[src/include/fsr_pkg.sv]
// Constants for the firmware semaphore and status register block
package fsr_pkg;
    // ------------------------------------------------------------
    // Register offsets
    // ------------------------------------------------------------
    localparam logic [15:0] FW_STATUS_OFF = 16'h0010;  // Firmware side, read/write
    localparam logic [15:0] HOST_COPY_OFF = 16'h5B54;  // Host side, read-only copy
    // ------------------------------------------------------------
    // Field positions
    // ------------------------------------------------------------
    localparam int GRANT_BIT = 0;   // Firmware grant flag
    localparam int WAKE_BIT = 1;    // Engine caused host wake
    localparam int RMGMT_BIT = 2;   // Remote management support
    localparam int PROXY_BIT = 3;   // Network proxy support
    localparam int MSGCAP_BIT = 4;  // Engine messaging capable
    localparam int SRVREQ_BIT = 5;  // Engine service request
    localparam int PHYRST_BIT = 6;  // PHY reset on host reset
    localparam int VALID_BIT = 15;  // Firmware valid
    localparam int FLAG_LO = 1;     // Plain firmware flags span bits 1..6
    localparam int FLAG_HI = 6;
    // ------------------------------------------------------------
    // Reset values
    // ------------------------------------------------------------
    localparam logic [5:0] FLAGS_RST = 6'h20;  // Bit 6 resets to one, bits 1..5 to zero
    localparam logic [31:0] DATA_ZERO = 32'h0000_0000;
endpackage

[src/include/fsr_arb_if.sv]
// Grant arbitration signals between the register top and the arbiter
`timescale 1ns/1ps
interface fsr_arb_if;
    logic fw_request;   // Firmware wants the shared resources
    logic sw_claim;     // Host software claim flag is set
    logic mdio_busy;    // Hardware MDIO access in progress
    logic grant;        // Firmware holds the shared resources
    modport arb (input fw_request, input sw_claim, input mdio_busy, output grant);
    modport user (output fw_request, output sw_claim, output mdio_busy, input grant);
endinterface

[src/verilog/fsr_grant_arb.sv]
// Arbiter that turns a firmware request into the firmware grant flag
`timescale 1ns/1ps
module fsr_grant_arb (
    // Clock and power-good reset
    input wire logic core_clk,
    input wire logic nrst,
    // Arbitration signals
    fsr_arb_if.arb arb
);
    // ------------------------------------------------------------
    // Grant flop
    // ------------------------------------------------------------
    logic grant;        // Current grant
    logic next_grant;   // Grant for the next cycle
    logic res_free;     // Neither software nor hardware uses the resources

    assign res_free = !arb.sw_claim && !arb.mdio_busy;
    // Once held, the grant stays until firmware withdraws; a late claim cannot steal it
    assign next_grant = arb.fw_request && (grant || res_free); // see
    assign arb.grant = grant;

    // Grant register, reset only by power-good
    always_ff @(posedge core_clk or negedge nrst) begin
        if (!nrst) begin
            grant <= 1'b0;
        end else begin
            grant <= next_grant;
        end
    end
endmodule

[src/verilog/fsr_top.sv]
// Firmware semaphore and status register with its read-only host copy
//
// Operation
// Host sees read-only copy of the register
// Only power-good reset restores the register
// Grant flag: firmware writes, host only reads
// Grant only when claim clear, MDIO idle
// Firmware sets grant, polls, then accesses
// Firmware clears grant when access completes
// Bit 1 records engine caused host wake
// Firmware clears wake flag before sleep
// Bit 2 remote management, valid with valid-bit
// Bit 3 network proxy, valid with valid-bit
// Bit 4 engine mailbox messaging capable
// Bit 5 engine asks driver release mailbox
// Bit 6 resets one; enables PHY reinit
// Firmware clears bit 6 to keep link
// Management reset clears valid; firmware sets it
// Bits 0..5 reset zero; host writes ignored
// Grant held blocks MDIO and host claims
`timescale 1ns/1ps
module fsr_top #(
    parameter int ADDR_W = 16  // Register address width
) (
    // Clock and LAN power-good reset
    input wire logic core_clk,
    input wire logic nrst,
    // Firmware register port
    input wire logic fw_sel,
    input wire logic fw_wr,
    input wire logic [ADDR_W-1:0] fw_addr,
    input wire logic [31:0] fw_wdata,
    output logic [31:0] fw_rdata,
    // Host register port
    input wire logic host_sel,
    input wire logic host_wr,
    input wire logic [ADDR_W-1:0] host_addr,
    input wire logic [31:0] host_wdata,
    output logic [31:0] host_rdata,
    // Neighbouring state and reset events
    input wire logic software_claim_flag,
    input wire logic hw_mdio_busy,
    input wire logic mgmt_reset,
    input wire logic host_bus_reset,
    input wire logic sw_phy_reset,
    // Arbitration and PHY outputs
    output logic firmware_grant_flag,
    output logic mdio_hold,
    output logic claim_refuse,
    output logic phy_device_reset
);
    // ------------------------------------------------------------
    // Elaboration check
    // ------------------------------------------------------------
    // The host copy offset needs fifteen address bits
    // A narrower bus could never reach the host copy; a wider one would alias nothing useful
    if (ADDR_W < 15 || ADDR_W > 16) begin : g_bad_width
        $error("ADDR_W must be 15 or 16");
    end

    // ------------------------------------------------------------
    // Storage
    // ------------------------------------------------------------
    logic [fsr_pkg::FLAG_HI:fsr_pkg::FLAG_LO] flags;  // Firmware flags, bits 1..6
    logic firmware_valid;   // Firmware boot complete
    logic fw_request;       // Firmware asked for the grant
    logic grant;            // Grant from arbiter
    logic [31:0] status;    // Assembled register image

    // Arbitration signals travel bundled to the arbiter
    fsr_arb_if arb_bus ();

    // ------------------------------------------------------------
    // Decode
    // ------------------------------------------------------------
    wire fw_hit = fw_sel && (fw_addr == fsr_pkg::FW_STATUS_OFF[ADDR_W-1:0]);
    wire fw_write = fw_hit && fw_wr;
    wire fw_read = fw_hit && !fw_wr;
    wire host_hit = host_sel && (host_addr == fsr_pkg::HOST_COPY_OFF[ADDR_W-1:0]);
    wire host_read = host_hit && !host_wr;
    // Bit 0 reads back the actual grant, not the request, so polling firmware sees the truth
    // Host writes decode to nothing: no path from host_wdata into storage. see
    wire phy_reinit = flags[fsr_pkg::PHYRST_BIT] && (host_bus_reset || sw_phy_reset);

    // Next values
    wire next_request = fw_write ? fw_wdata[fsr_pkg::GRANT_BIT] : fw_request;
    wire [fsr_pkg::FLAG_HI:fsr_pkg::FLAG_LO] next_flags =
        fw_write ? fw_wdata[fsr_pkg::FLAG_HI:fsr_pkg::FLAG_LO] : flags;
    // Management reset wins over a same-cycle firmware write: boot must redo it
    wire next_valid = mgmt_reset ? 1'b0 :
        (fw_write ? fw_wdata[fsr_pkg::VALID_BIT] : firmware_valid);

    // Register image; capability bits are stored as written, readers gate them
    always_comb begin
        status = fsr_pkg::DATA_ZERO;
        status[fsr_pkg::GRANT_BIT] = grant;
        status[fsr_pkg::FLAG_HI:fsr_pkg::FLAG_LO] = flags; // see see
        status[fsr_pkg::VALID_BIT] = firmware_valid; // see
    end

    // ------------------------------------------------------------
    // Arbiter
    // ------------------------------------------------------------
    assign arb_bus.fw_request = fw_request;
    assign arb_bus.sw_claim = software_claim_flag;
    assign arb_bus.mdio_busy = hw_mdio_busy;
    assign grant = arb_bus.grant;

    fsr_grant_arb u_arb (
        .core_clk (core_clk),
        .nrst (nrst),
        .arb (arb_bus)
    );

    // The arbiter grant is itself a flop, so these outputs are registered
    assign firmware_grant_flag = grant;
    assign mdio_hold = grant;
    assign claim_refuse = grant;

    // ------------------------------------------------------------
    // Register storage, reset only by LAN power-good
    // ------------------------------------------------------------
    // Host bus and software resets never reach these flops
    always_ff @(posedge core_clk or negedge nrst) begin
        if (!nrst) begin
            flags <= fsr_pkg::FLAGS_RST; // see
            firmware_valid <= 1'b0;
            fw_request <= 1'b0;
        end else begin
            flags <= next_flags;
            firmware_valid <= next_valid;
            fw_request <= next_request;
        end
    end

    // ------------------------------------------------------------
    // Read ports and PHY reset pulse
    // ------------------------------------------------------------
    // Read data returns one cycle after the access, zero when not addressed
    always_ff @(posedge core_clk or negedge nrst) begin
        if (!nrst) begin
            fw_rdata <= fsr_pkg::DATA_ZERO;
            host_rdata <= fsr_pkg::DATA_ZERO;
            phy_device_reset <= 1'b0;
        end else begin
            fw_rdata <= fw_read ? status : fsr_pkg::DATA_ZERO;
            host_rdata <= host_read ? status : fsr_pkg::DATA_ZERO;
            phy_device_reset <= phy_reinit;
        end
    end
endmodule

[config.mk]
export PLATFORM = sky130hd
export DESIGN_NAME = fsr_top
export DESIGN_NICKNAME = d
export VERILOG_FILES = /design/src/include/fsr_pkg.sv /design/src/include/fsr_arb_if.sv /design/src/verilog/fsr_grant_arb.sv /design/src/verilog/fsr_top.sv
export SDC_FILE = /design/constraint.sdc
export NUM_CORES = 1
export LEC_CHECK = 0
export ABC_CLOCK_PERIOD_IN_PS = 1120
export BUFFER_PORTS_ARGS = -buffer_cell sky130_fd_sc_hd__buf_2
export CAP_MARGIN = 15
export CORE_MARGIN = 2
export CORE_UTILIZATION = 35
export DETAILED_ROUTE_END_ITERATION = 8
export GPL_TIMING_DRIVEN = 1
export PLACE_DENSITY = 0.86
export SYNTH_ARGS = -nofsm -noshare
export SYNTH_HDL_FRONTEND = slang
export SYNTH_SLANG_ARGS = --single-unit
[constraint.sdc]
create_clock -name core_clk -period 1.12 [get_ports core_clk]
set_input_delay 0.168 -clock core_clk [delete_from_list [all_inputs] [get_ports core_clk]]
set_output_delay 0.168 -clock core_clk [all_outputs]
set_load 0.005 [all_outputs]
# After elaboration in Yosys (flattened, before gate mapping)

Index checks and enable logic that the tools add are counted.

Register bits: 58
Output and inout bits: 68
Logic and storage cells: 28

Equal/unequal tests: 2
Muxes and demuxes: 4
Reductions and logical operators: 15

Operators by type and width:

| kind                                                  | number |
|---|---|
| two-way mux 16 bit                                    | 2 |
| equality test 16 x 15 -> 1 bit, second input constant | 1 |
| equality test 16 x 5 -> 1 bit, second input constant  | 1 |
| logical AND 1 bit                                     | 8 |
| zero test 1 bit                                       | 4 |
| logical OR 1 bit                                      | 2 |
| two-way mux 1 bit                                     | 2 |
| nonzero test 2 bit                                    | 1 |

# Depth between registers and ports, before layout

Gate-level depths: netlist of run 1.

Depth in word-level cells: 5
Gate-level depth with buffers: 4
Mapped depth without buffers: 4

# Hierarchy

Synthesis of run 1 repeated with hierarchy kept, for this count alone.

Cell total of the unflattened synthesis: 125
Area total of the unflattened synthesis: 1406.3 um^2

By module, submodules not included:

| module        | instances | cells an instance | area each (um^2) |
|---|---|---|---|
| fsr_top       | 1         | 122               | 1370.1 |
| fsr_grant_arb | 1         | 3                 | 36.3 |

# Least setup slack after synthesis of run 1

OpenSTA, ideal clock, no wires.

Path type: input-to-reg
Start point: input port fw_addr[3]
End point: register fw_request, in the netlist arb_bus.fw_request
Library setup time: 0.125 ns
Arrival time: 1.369 ns
Required time: 0.995 ns
Path slack: -0.374 ns
Stages: 4
Path buffers: 0
Cells stage by stage: or4_4 nor4_4 nand3_4 mux2_2

Cells in the longest elaborated chain, start to end: 3

RTL lines:

| element                       | line           | text |
|---|---|---|
| start, declared               | fsr_top.sv:31  | `input wire logic [ADDR_W-1:0] fw_addr,` |
| equality test 16 x 5 -> 1 bit | fsr_top.sv:76  | `wire fw_hit = fw_sel && (fw_addr == fsr_pkg::FW_STATUS_OFF[ADDR_W-1:0]);` |
| logical AND 1 bit             | fsr_top.sv:76  |  |
| logical AND 1 bit             | fsr_top.sv:77  | `wire fw_write = fw_hit && fw_wr;` |
| end signal, assigned          | fsr_top.sv:132 | `fw_request <= next_request;` |
| end, declared                 | fsr_top.sv:66  | `logic fw_request;` |

No other way between the ends.
A chain may end at the register's enable or synchronous reset.

# Final worst setup path of run 1

Start point: input port fw_addr[3]
End point: register flags[4] in the netlist's numbering

Cells in the longest elaborated chain, start to end: 3

RTL lines:

| element                       | line           | text |
|---|---|---|
| equality test 16 x 5 -> 1 bit | fsr_top.sv:76  |  |
| logical AND 1 bit             | fsr_top.sv:76  |  |
| logical AND 1 bit             | fsr_top.sv:77  |  |
| end signal, assigned          | fsr_top.sv:126 | `flags <= fsr_pkg::FLAGS_RST;` |
| end signal, assigned          | fsr_top.sv:130 | `flags <= next_flags;` |
| end, declared                 | fsr_top.sv:64  | `logic [fsr_pkg::FLAG_HI:fsr_pkg::FLAG_LO] flags;` |

No other way between the ends.

==> results.tsv, run 1 <==
stage	metric	value	unit
outcome	status	finished, violations left	
outcome	failing checks	setup timing	
routing	drt wl/cell	10.0	µm
clock_tree	clock-pin transition on the worst setup and hold timing paths	0.08	ns
die	Core Rows	23	
clock_tree	TritonCTS clock tree	yes	
logic_synthesis	count of cell types in the netlist	23	
routing	Routed Antenna Nets	0	
min_path	hold endpoint	firmware_valid	
finish	share of cells above drive strength 1	47.3	%
worst_setup_path	FF-to-FF Start	firmware_valid	
min_path	type of the worst min-delay path	input pin to register	
placed_design	gp weighted congestion	0.704	
worst_setup_path	CP endpoint kind	register	
power_and_ir_drop	share of total power in combinational logic	11.0	%
die	Starting Density	35.7	%
die	Die ar.	4540	µm²
finish	commonest non-fill, non-tap cells in the layout	buf_2, conb_1, dfrtp_1	
finish	commonest non-fill, non-tap cell in the layout	buf_2	
worst_setup_path	Worst R2R Path Depth	3	
logic_synthesis	top post-synthesis cells by area	dfrtp_1, buf_4, and2_1	
finish	ANT cells	0	
clock_tree	depth of the CTS H-tree	1	
clock_tree	worst-skew pair later-pin latency	0.26	ns
logic_synthesis	Seq/Total Area, Yosys	46.4	%
finish	Area Overhead vs Synth	24.9	%
global_routing	vias in the first global route	881	
timing	final setup violation count	15	
logic_synthesis	leading area contributor after synthesis	dfrtp_1	
timing	min Tclk post-route	1.39	ns
global_routing	All-Layer GR Usage	10.9	%
timing	Final Hold Fails	0	
placed_design	DP Worst Slack	-0.554	ns
worst_setup_path	critical path arrival	1.54	ns
logic_synthesis	Syn Std Cell Area	1410	µm²
power_and_ir_drop	Switching Fraction	21.7	%
die	Core ar.	3940	µm²
timing	final cycle utilization of the critical path	124	%
timing	Tightest Pin Transition	0.521	ns
worst_setup_path	Worst Path Required	1.28	ns
min_path	WHS Path Cells	2	
global_routing	total congestion overflow	0	
timing	Final Max Slew Viols	0	
power_and_ir_drop	clock share of power	31.5	%
finish	fin area	1760	µm²
worst_setup_path	Critical Path Source Type	input pin	
power_and_ir_drop	Pwr per Cell Area	928	nW/µm²
worst_setup_path	worst reg2reg endpoint	firmware_valid	
logic_synthesis	share of the synthesized area in the top cell type	44.5	%
worst_setup_path	critical path class	input pin to register	
clock_tree	clk sinks	26	
global_routing	first-pass GRT wire length	3740	µm
logic_synthesis	#FFs+latches synth	26	
placed_design	Post-DP Area	1670	µm²
clock_tree	Clock Path Buffers	2	
power_and_ir_drop	leakage	1.02	nW
timing	fmax	0.720	GHz
placed_design	# port buffers	70	
timing	RSZ-0062 raised after global routing	true	
min_path	HP Start	mgmt_reset	
logic_synthesis	Ys Warns	0	
clock_tree	Root Driver	clkbuf_8	
power_and_ir_drop	internal power	1.28	mW
global_routing	pin count of the biggest net entering global routing	27	
power_and_ir_drop	P_sw	0.354	mW
routing	vias per cell	3.98	
routing	Post-Route WL	2530	µm
worst_setup_path	Reg2Reg Setup Slack	0.32	ns
routing	router iterations before antenna repair	4	
routing	initial DRC count	36	
die	Die Ht	67.4	µm
global_routing	initial antenna violation count	0	
timing	worst rel slew slack	65.3	%
routing	DRC Markers	0	
power_and_ir_drop	IR Drop Worst-Case VDD	377	µV
timing	Worst Skew	0.00269	ns
logic_synthesis	Mapped Cells	125	
clock_tree	total setup buffers inserted after CTS	0	
finish	fin nets	311	
power_and_ir_drop	Flop pwr share	57.6	%
job	Max Cap Viol	0	
timing	final setup margin	-0.268	ns
worst_setup_path	critical path peak fanout	7	
die	boundary pin count	175	
routing	vias post-DR	1007	
placed_design	detailed placement HPWL	2160	µm
die	Die Wd	67.4	µm
logic_synthesis	Post-Syn Area per Cell	11.3	µm²
clock_tree	Num CTS Buffers	3	
-- power groups by stage --
| stage | clock network (mW) | logic (mW) | registers, mW |
|---|---|---|---|
| global route | 0.548 | 0.205 | 0.938 |
| CTS | 0.533 | 0.175 | 0.938 |
| floorplan | 0 | 0.175 | 0.957 |
| finish | 0.513 | 0.179 | 0.938 |
| global placement | 0 | 0.164 | 0.957 |
| detailed placement | 0 | 0.169 | 0.957 |
-- state kept, by name, indices dropped and copies added (netlist names) --
signal	count
firmware_valid	1
flags	6
u_arb.arb.grant	1
fw_rdata	8
phy_device_reset	1
arb_bus.fw_request	1
host_rdata	8
-- how the worst max path moves through the flow --
| stage | startpoint | end | cells after the start |
|---|---|---|---|
| 4_1_cts | fw_addr[3] | flags[4] | 5 |
| 3_3_place_gp | fw_addr[3] | arb_bus.fw_request | 5 |
| 6_report | fw_addr[3] | flags[4] | 5 |
| 5_1_grt | fw_addr[3] | flags[1] | 5 |
| 3_5_place_dp | fw_addr[3] | flags[2] | 5 |
| 2_1_floorplan | fw_addr[3] | arb_bus.fw_request | 4 |
-- cells by family (layout without fill, tap and decap cells) --
kind of cell	Yosys count	count (layout)	share of synthesized area, %
flops	26	26	46.4
buf+inv	51	82	27.0
compound gates	4	4	2.05
mux	7	7	5.61
simple gates	36	36	18.8
other cells	1	48	0.267
-- timing repair --
action	CTS	global route
resized for setup	5	2
setup endpoints to repair	15	15
pin swaps	2	1
endpoints found under the hold margin	25	0
hold buffers	1	0
-- synth_stat cells --
cell	n
buf_4	50
dfrtp_1	25
and2_1	14
mux2_2	7
nor2_1	5
nand4_1	3
nor4bb_1	3
nor3_1	2
o21a_1	2
a21oi_1	1
a31o_2	1
and2b_2	1
and4_1	1
conb_1	1
dfstp_2	1
inv_1	1
nand3_4	1
nand4b_1	1
nor4_1	1
nor4_4	1
nor4b_1	1
or4_1	1
or4_4	1
-- per-stage QoR --
stage / utilization (%) / hold slack, ns / cells / total power [mW] / setup TNS, ns
after floorplan: - / -0.128 / 172 / 1.13 / -3.96
after global placement: 42.2 / 0.170 / 248 / 1.12 / -6.71
after detailed placement: 42.2 / 0.179 / 248 / 1.13 / -7.48
after CTS: 44.3 / 0.0370 / 253 / 1.65 / -2.26
after global routing: 44.6 / 0.0428 / 253 / 1.69 / -2.72
final: 44.6 / 0.0455 / 253 / 1.63 / -1.96
-- routing by layer --
metal / wire length, µm / global-route usage, % / part of all wire (%)
met5: 0 / 0 / 0
met4: 61 / 6.63 / 2.4
met1: 722 / 9.15 / 29
met3: 230 / 1.67 / 9.1
met2: 1520 / 23.1 / 60
-- area by class of cell --
class,instances,area [µm²]
inverter,1,3.75
clock buffer,4,45.0
timing repair buffer,77,412
multi-input combinational,95,582
sequential,26,652
fill,388,2190
tap,50,62.6
-- worst max-delay path, cell delays in order --
cell and delay, ns:
buf_6 0.09, or4_4 0.54, nor4_4 0.25, nand3_4 0.17
mux2_4 0.32
Power figures use the tool's default switching activity.
==> inputs of run 2 (changes only) <==
--- a/config.mk
+++ b/config.mk
@@ -8,11 +8,12 @@
 export ABC_CLOCK_PERIOD_IN_PS = 1120
 export BUFFER_PORTS_ARGS = -buffer_cell sky130_fd_sc_hd__buf_2
 export CAP_MARGIN = 15
-export CORE_MARGIN = 2
-export CORE_UTILIZATION = 35
+export CORE_AREA = 2 2 68 70
+export CTS_BUF_LIST = sky130_fd_sc_hd__clkbuf_2 sky130_fd_sc_hd__clkbuf_4 sky130_fd_sc_hd__clkbuf_8
 export DETAILED_ROUTE_END_ITERATION = 8
+export DIE_AREA = 0 0 70 72
 export GPL_TIMING_DRIVEN = 1
-export PLACE_DENSITY = 0.86
+export PLACE_DENSITY = 0.81
 export SYNTH_ARGS = -nofsm -noshare
 export SYNTH_HDL_FRONTEND = slang
 export SYNTH_SLANG_ARGS = --single-unit
==> results.tsv, run 2 (same netlist as run 1, synthesis figures left out) <==
stage	metric	value	unit
worst_setup_path	critical path arrival	1.49	ns
finish	share of cells above drive strength 1	49.3	%
timing	Worst Skew	0.00582	ns
job	Max Cap Viol	0	
finish	Multi-input gate area	594	µm²
worst_setup_path	critical path class	input pin to register	
global_routing	first-pass GRT wire length	4100	µm
finish	biggest regs	fw_rdata: 8 flops, host_rdata: 8 flops, flags: 6 flops	
outcome	status	finished, violations left	
worst_setup_path	critical path peak fanout	7	
global_routing	pin count of the biggest net entering global routing	27	
outcome	failing checks	setup timing	
die	Core Rows	24	
routing	drt wl/cell	10.2	µm
die	Core ar.	4260	µm²
timing	Final Max Slew Viols	0	
timing	RSZ-0062 raised after global routing	true	
routing	vias post-DR	999	
global_routing	All-Layer GR Usage	10.2	%
routing	vias per cell	3.89	
power_and_ir_drop	Pwr per Cell Area	1030	nW/µm²
placed_design	gp weighted congestion	0.716	
clock_tree	Num CTS Buffers	3	
min_path	type of the worst min-delay path	input pin to register	
worst_setup_path	CP max stage cell	or4_4	
routing	DRC Markers	0	
die	Die Ht	72	µm
global_routing	initial antenna violation count	0	
worst_setup_path	Critical Path Source Type	input pin	
finish	fin area	1820	µm²
finish	ANT cells	0	
worst_setup_path	crit-path cells	buf_6, or4_4, nor4_4, nand3_4, mux2_2	
worst_setup_path	Reg2Reg Setup Slack	0.32	ns
routing	Routed Antenna Nets	0	
finish	Fill cells	435	
clock_tree	clk sinks	26	
placed_design	DP Worst Slack	-0.526	ns
timing	hold_ws	0.0490	ns
timing	final cycle utilization of the critical path	119	%
global_routing	total congestion overflow	0	
routing	initial DRC count	31	
timing	final setup margin	-0.215	ns
power_and_ir_drop	total power	1.88	mW
min_path	WHS Path Cells	2	
timing	Tightest Pin Transition	0.545	ns
routing	Post-Route WL	2620	µm
finish	Area Overhead vs Synth	29.4	%
worst_setup_path	Worst Path Required	1.28	ns
die	boundary pin count	175	
die	Die ar.	5040	µm²
finish	commonest non-fill, non-tap cell in the layout	buf_2	
placed_design	Post-DP Area	1680	µm²
timing	min Tclk post-route	1.33	ns
die	Die Wd	70	µm
clock_tree	TritonCTS clock tree	yes	
routing	router iterations before antenna repair	4	
clock_tree	Root Driver	clkbuf_8	
timing	final setup violation count	15	
clock_tree	worst-skew pair later-pin latency	0.27	ns
power_and_ir_drop	IR Drop Worst-Case VDD	409	µV
placed_design	detailed placement HPWL	2220	µm
finish	fin nets	313	
power_and_ir_drop	leakage	1.06	nW
die	Starting Density	33.0	%
clock_tree	clock-pin transition on the worst setup and hold timing paths	0.09	ns
clock_tree	depth of the CTS H-tree	1	
global_routing	vias in the first global route	972	
timing	fmax	0.749	GHz
timing	worst rel slew slack	63.7	%
worst_setup_path	Worst R2R Path Depth	3	
worst_setup_path	CP endpoint kind	register	
timing	Final Hold Fails	0	
placed_design	# port buffers	70	
finish	Reg area	652	µm²
worst_setup_path	Max stage delay on crit path	0.55	ns
finish	commonest non-fill, non-tap cells in the layout	buf_2, conb_1, dfrtp_1	
clock_tree	Clock Path Buffers	2	
-- run 2: cell types whose count changed in the layout (fill, tap and decap cells not counted), sizes merged --
cell    delta
bufinv     +1
buf        +2
clkbuf     -1
-- run 2: what timing repair did --
item / in CTS / in global routing
endpoints found under the hold margin: 25 / 0
resized for setup: 7 / 6
hold buffers: 1 / 0
cloned: 0 / 0
buffers inserted: 2 / 1
pin swaps: 2 / 3
endpoints found under the setup margin: 15 / 15
-- run 2: final timing paths --
path	startpoint	endpoint
setup / recovery	fw_addr[3]	arb_bus.fw_request
hold / removal	mgmt_reset	firmware_valid
max in group asynchronous	nrst	flags[6]
min in group asynchronous	nrst	flags[3]
hold reg to reg	flags[1]	fw_rdata[1]
setup reg to reg	firmware_valid	firmware_valid
-- run 2: stage by stage --
step	utilization, %	std cells	setup TNS, ns
final	42.7	257	-2.25
after global routing	42.7	257	-2.83
after floorplan	-	172	-3.96
after detailed placement	39.3	251	-7.25
after CTS	42.2	257	-2.64
after global placement	39.3	251	-6.78
-- run 2: final cells by class --
class	instances	area share, %
sequential	26	35.8
clock buffer	3	2.27
timing repair buffer	79	23.8
tap	52	3.57
inverter	1	0.206
multi-input combinational	95	32.6
clock inverter	1	1.65
-- run 2: worst max-delay path, delay by kind of cell --
| kind | cells | cell delay, ns |
|---|---|---|
| muxes | 1 | 0.30 |
| buffers and inverters | 1 | 0.09 |
| and+or+nand+nor | 3 | 0.95 |
-- run 2: metal layers --
layer  GRT usage, %  routed length, µm  up-vias
met5              0                  0        -
met4           6.84                 57        0
met3           1.67                222        5
met2           20.6               1510       53
met1           9.31                828      463
li1               -                  -      478
-- run 2: power by group --
group	switching (mW)	total, mW	leakage (nW)	internal, mW
logic	0.0986	0.185	0.665	0.0860
clock network	0.278	0.756	0.0357	0.478
registers	0.0000324	0.938	0.360	0.938
total	0.376	1.88	1.06	1.50
==> inputs of run 3 (changes only) <==
--- a/config.mk
+++ b/config.mk
@@ -10,10 +10,12 @@
 export CAP_MARGIN = 15
 export CORE_AREA = 2 2 68 70
 export CTS_BUF_LIST = sky130_fd_sc_hd__clkbuf_2 sky130_fd_sc_hd__clkbuf_4 sky130_fd_sc_hd__clkbuf_8
+export CTS_CLUSTER_SIZE = 25
 export DETAILED_ROUTE_END_ITERATION = 8
 export DIE_AREA = 0 0 70 72
 export GPL_TIMING_DRIVEN = 1
 export PLACE_DENSITY = 0.81
+export SKIP_CTS_REPAIR_TIMING = 1
 export SYNTH_ARGS = -nofsm -noshare
 export SYNTH_HDL_FRONTEND = slang
 export SYNTH_SLANG_ARGS = --single-unit
==> constraint.sdc (replaced) <==
create_clock -name core_clk -period 1.12 [get_ports core_clk]
set_input_delay 0.168 -clock core_clk [delete_from_list [all_inputs] [get_ports core_clk]]
set_output_delay 0.168 -clock core_clk [all_outputs]
set_load 0.05 [all_outputs]
==> results.tsv, run 3 (same netlist as run 1, synthesis figures left out) <==
stage	metric	value	unit
power_and_ir_drop	Pwr per Cell Area	1110	nW/µm²
finish	fin area	1770	µm²
routing	vias post-DR	992	
global_routing	initial antenna violation count	0	
job	Max Cap Viol	0	
timing	Final Hold Fails	0	
worst_setup_path	Top delay family on crit path	simple AND/OR/NAND/NOR gates	
global_routing	first-pass GRT wire length	3800	µm
clock_tree	clock-pin transition on the worst setup and hold timing paths	0.08	ns
worst_setup_path	CP endpoint kind	register	
timing	Final Max Slew Viols	0	
power_and_ir_drop	IR Drop Worst-Case VDD	360	µV
routing	Post-Route WL	2420	µm
die	Die ar.	5040	µm²
timing	fmax	0.733	GHz
finish	Final Util	41.5	%
finish	commonest non-fill, non-tap cells in the layout	buf_2, conb_1, dfrtp_1	
die	Die Wd	70	µm
worst_setup_path	Critical Path Source Type	input pin	
routing	DRC Markers	0	
power_and_ir_drop	leakage	1.03	nW
die	boundary pin count	175	
worst_setup_path	critical path class	input pin to register	
timing	RSZ-0062 raised after global routing	true	
worst_setup_path	Buf/Inv on CP	1	
clock_tree	Num CTS Buffers	3	
outcome	failing checks	setup timing	
routing	router iterations before antenna repair	2	
power_and_ir_drop	total power	1.96	mW
placed_design	gp weighted congestion	0.659	
routing	Routed Antenna Nets	0	
worst_setup_path	critical path peak fanout	7	
global_routing	pin count of the biggest net entering global routing	27	
global_routing	All-Layer GR Usage	9.08	%
worst_setup_path	Max stage delay on crit path	0.54	ns
finish	biggest regs	fw_rdata: 8 flops, host_rdata: 8 flops, flags: 6 flops	
finish	post-route insts no fill	256	
placed_design	# port buffers	70	
placed_design	placed insts	250	
placed_design	Post-DP Area	1670	µm²
finish	commonest non-fill, non-tap cell in the layout	buf_2	
timing	Worst Skew	0.00191	ns
clock_tree	Clock Path Buffers	2	
die	Core Rows	24	
min_path	type of the worst min-delay path	input pin to register	
clock_tree	depth of the CTS H-tree	1	
finish	fin nets	312	
outcome	status	finished, violations left	
worst_setup_path	crit-path cells	buf_6, or4_4, nor4_4, nand3_4, mux2_4	
clock_tree	Root Driver	clkbuf_8	
finish	Area Overhead vs Synth	26.0	%
placed_design	detailed placement HPWL	2070	µm
timing	min Tclk post-route	1.36	ns
worst_setup_path	CP max stage cell	or4_4	
routing	drt wl/cell	9.46	µm
clock_tree	TritonCTS clock tree	yes	
global_routing	total congestion overflow	0	
timing	final cycle utilization of the critical path	122	%
die	Die Ht	72	µm
timing	worst rel slew slack	62.8	%
finish	share of cells above drive strength 1	48.5	%
die	Starting Density	33.0	%
clock_tree	clk sinks	26	
routing	initial DRC count	25	
routing	vias per cell	3.88	
die	Core ar.	4260	µm²
global_routing	vias in the first global route	887	
timing	final setup margin	-0.244	ns
worst_setup_path	Worst Path Required	1.27	ns
timing	Tightest Pin Transition	0.558	ns
worst_setup_path	critical path arrival	1.52	ns
finish	ANT cells	0	
timing	final setup violation count	15	
clock_tree	worst-skew pair later-pin latency	0.26	ns
run 3: power by group:
| group | switching (mW) | internal, mW |
|---|---|---|
| clock | 0.257 | 0.278 |
| combinational | 0.406 | 0.0834 |
| sequential | 0.0000327 | 0.938 |
run 3: layer usage:
layer	GRT usage, %	wire [µm]
met4	3.21	23
met2	18.2	1360
met1	9.48	839
met5	0	0
met3	1.53	202
run 3: cell type report:
class / instances / area (µm²)
inverters: 1 / 3.75
repair buffers: 78 / 427
fillers: 440 / 2490
multi-input cells: 95 / 576
well taps: 52 / 65.1
clock buffers: 4 / 48.8
flip-flops and latches: 26 / 652
run 3: metrics by stage:
step	hold slack (ns)	setup WS, ns	TNS (ns)
global route	0.0551	-0.265	-2.34
global placement	0.175	-0.489	-6.74
floorplan	-0.128	-0.373	-3.96
detailed placement	0.185	-0.522	-7.27
finish	0.0505	-0.244	-1.83
CTS	-0.0955	-0.250	-2.83
run 3: final timing paths:
kind | start | to | slack [ns] | depth (start not counted)
hold reg to reg | arb_bus.fw_request | u_arb.arb.grant | 0.50 | 1
min in group asynchronous | nrst | phy_device_reset | 0.43 | 2
setup reg to reg | u_arb.arb.grant | u_arb.arb.grant | 0.27 | 2
setup / recovery | fw_addr[3] | flags[5] | -0.24 | 5
max in group asynchronous | nrst | flags[6] | 0.32 | 2
hold / removal | mgmt_reset | firmware_valid | 0.05 | 2
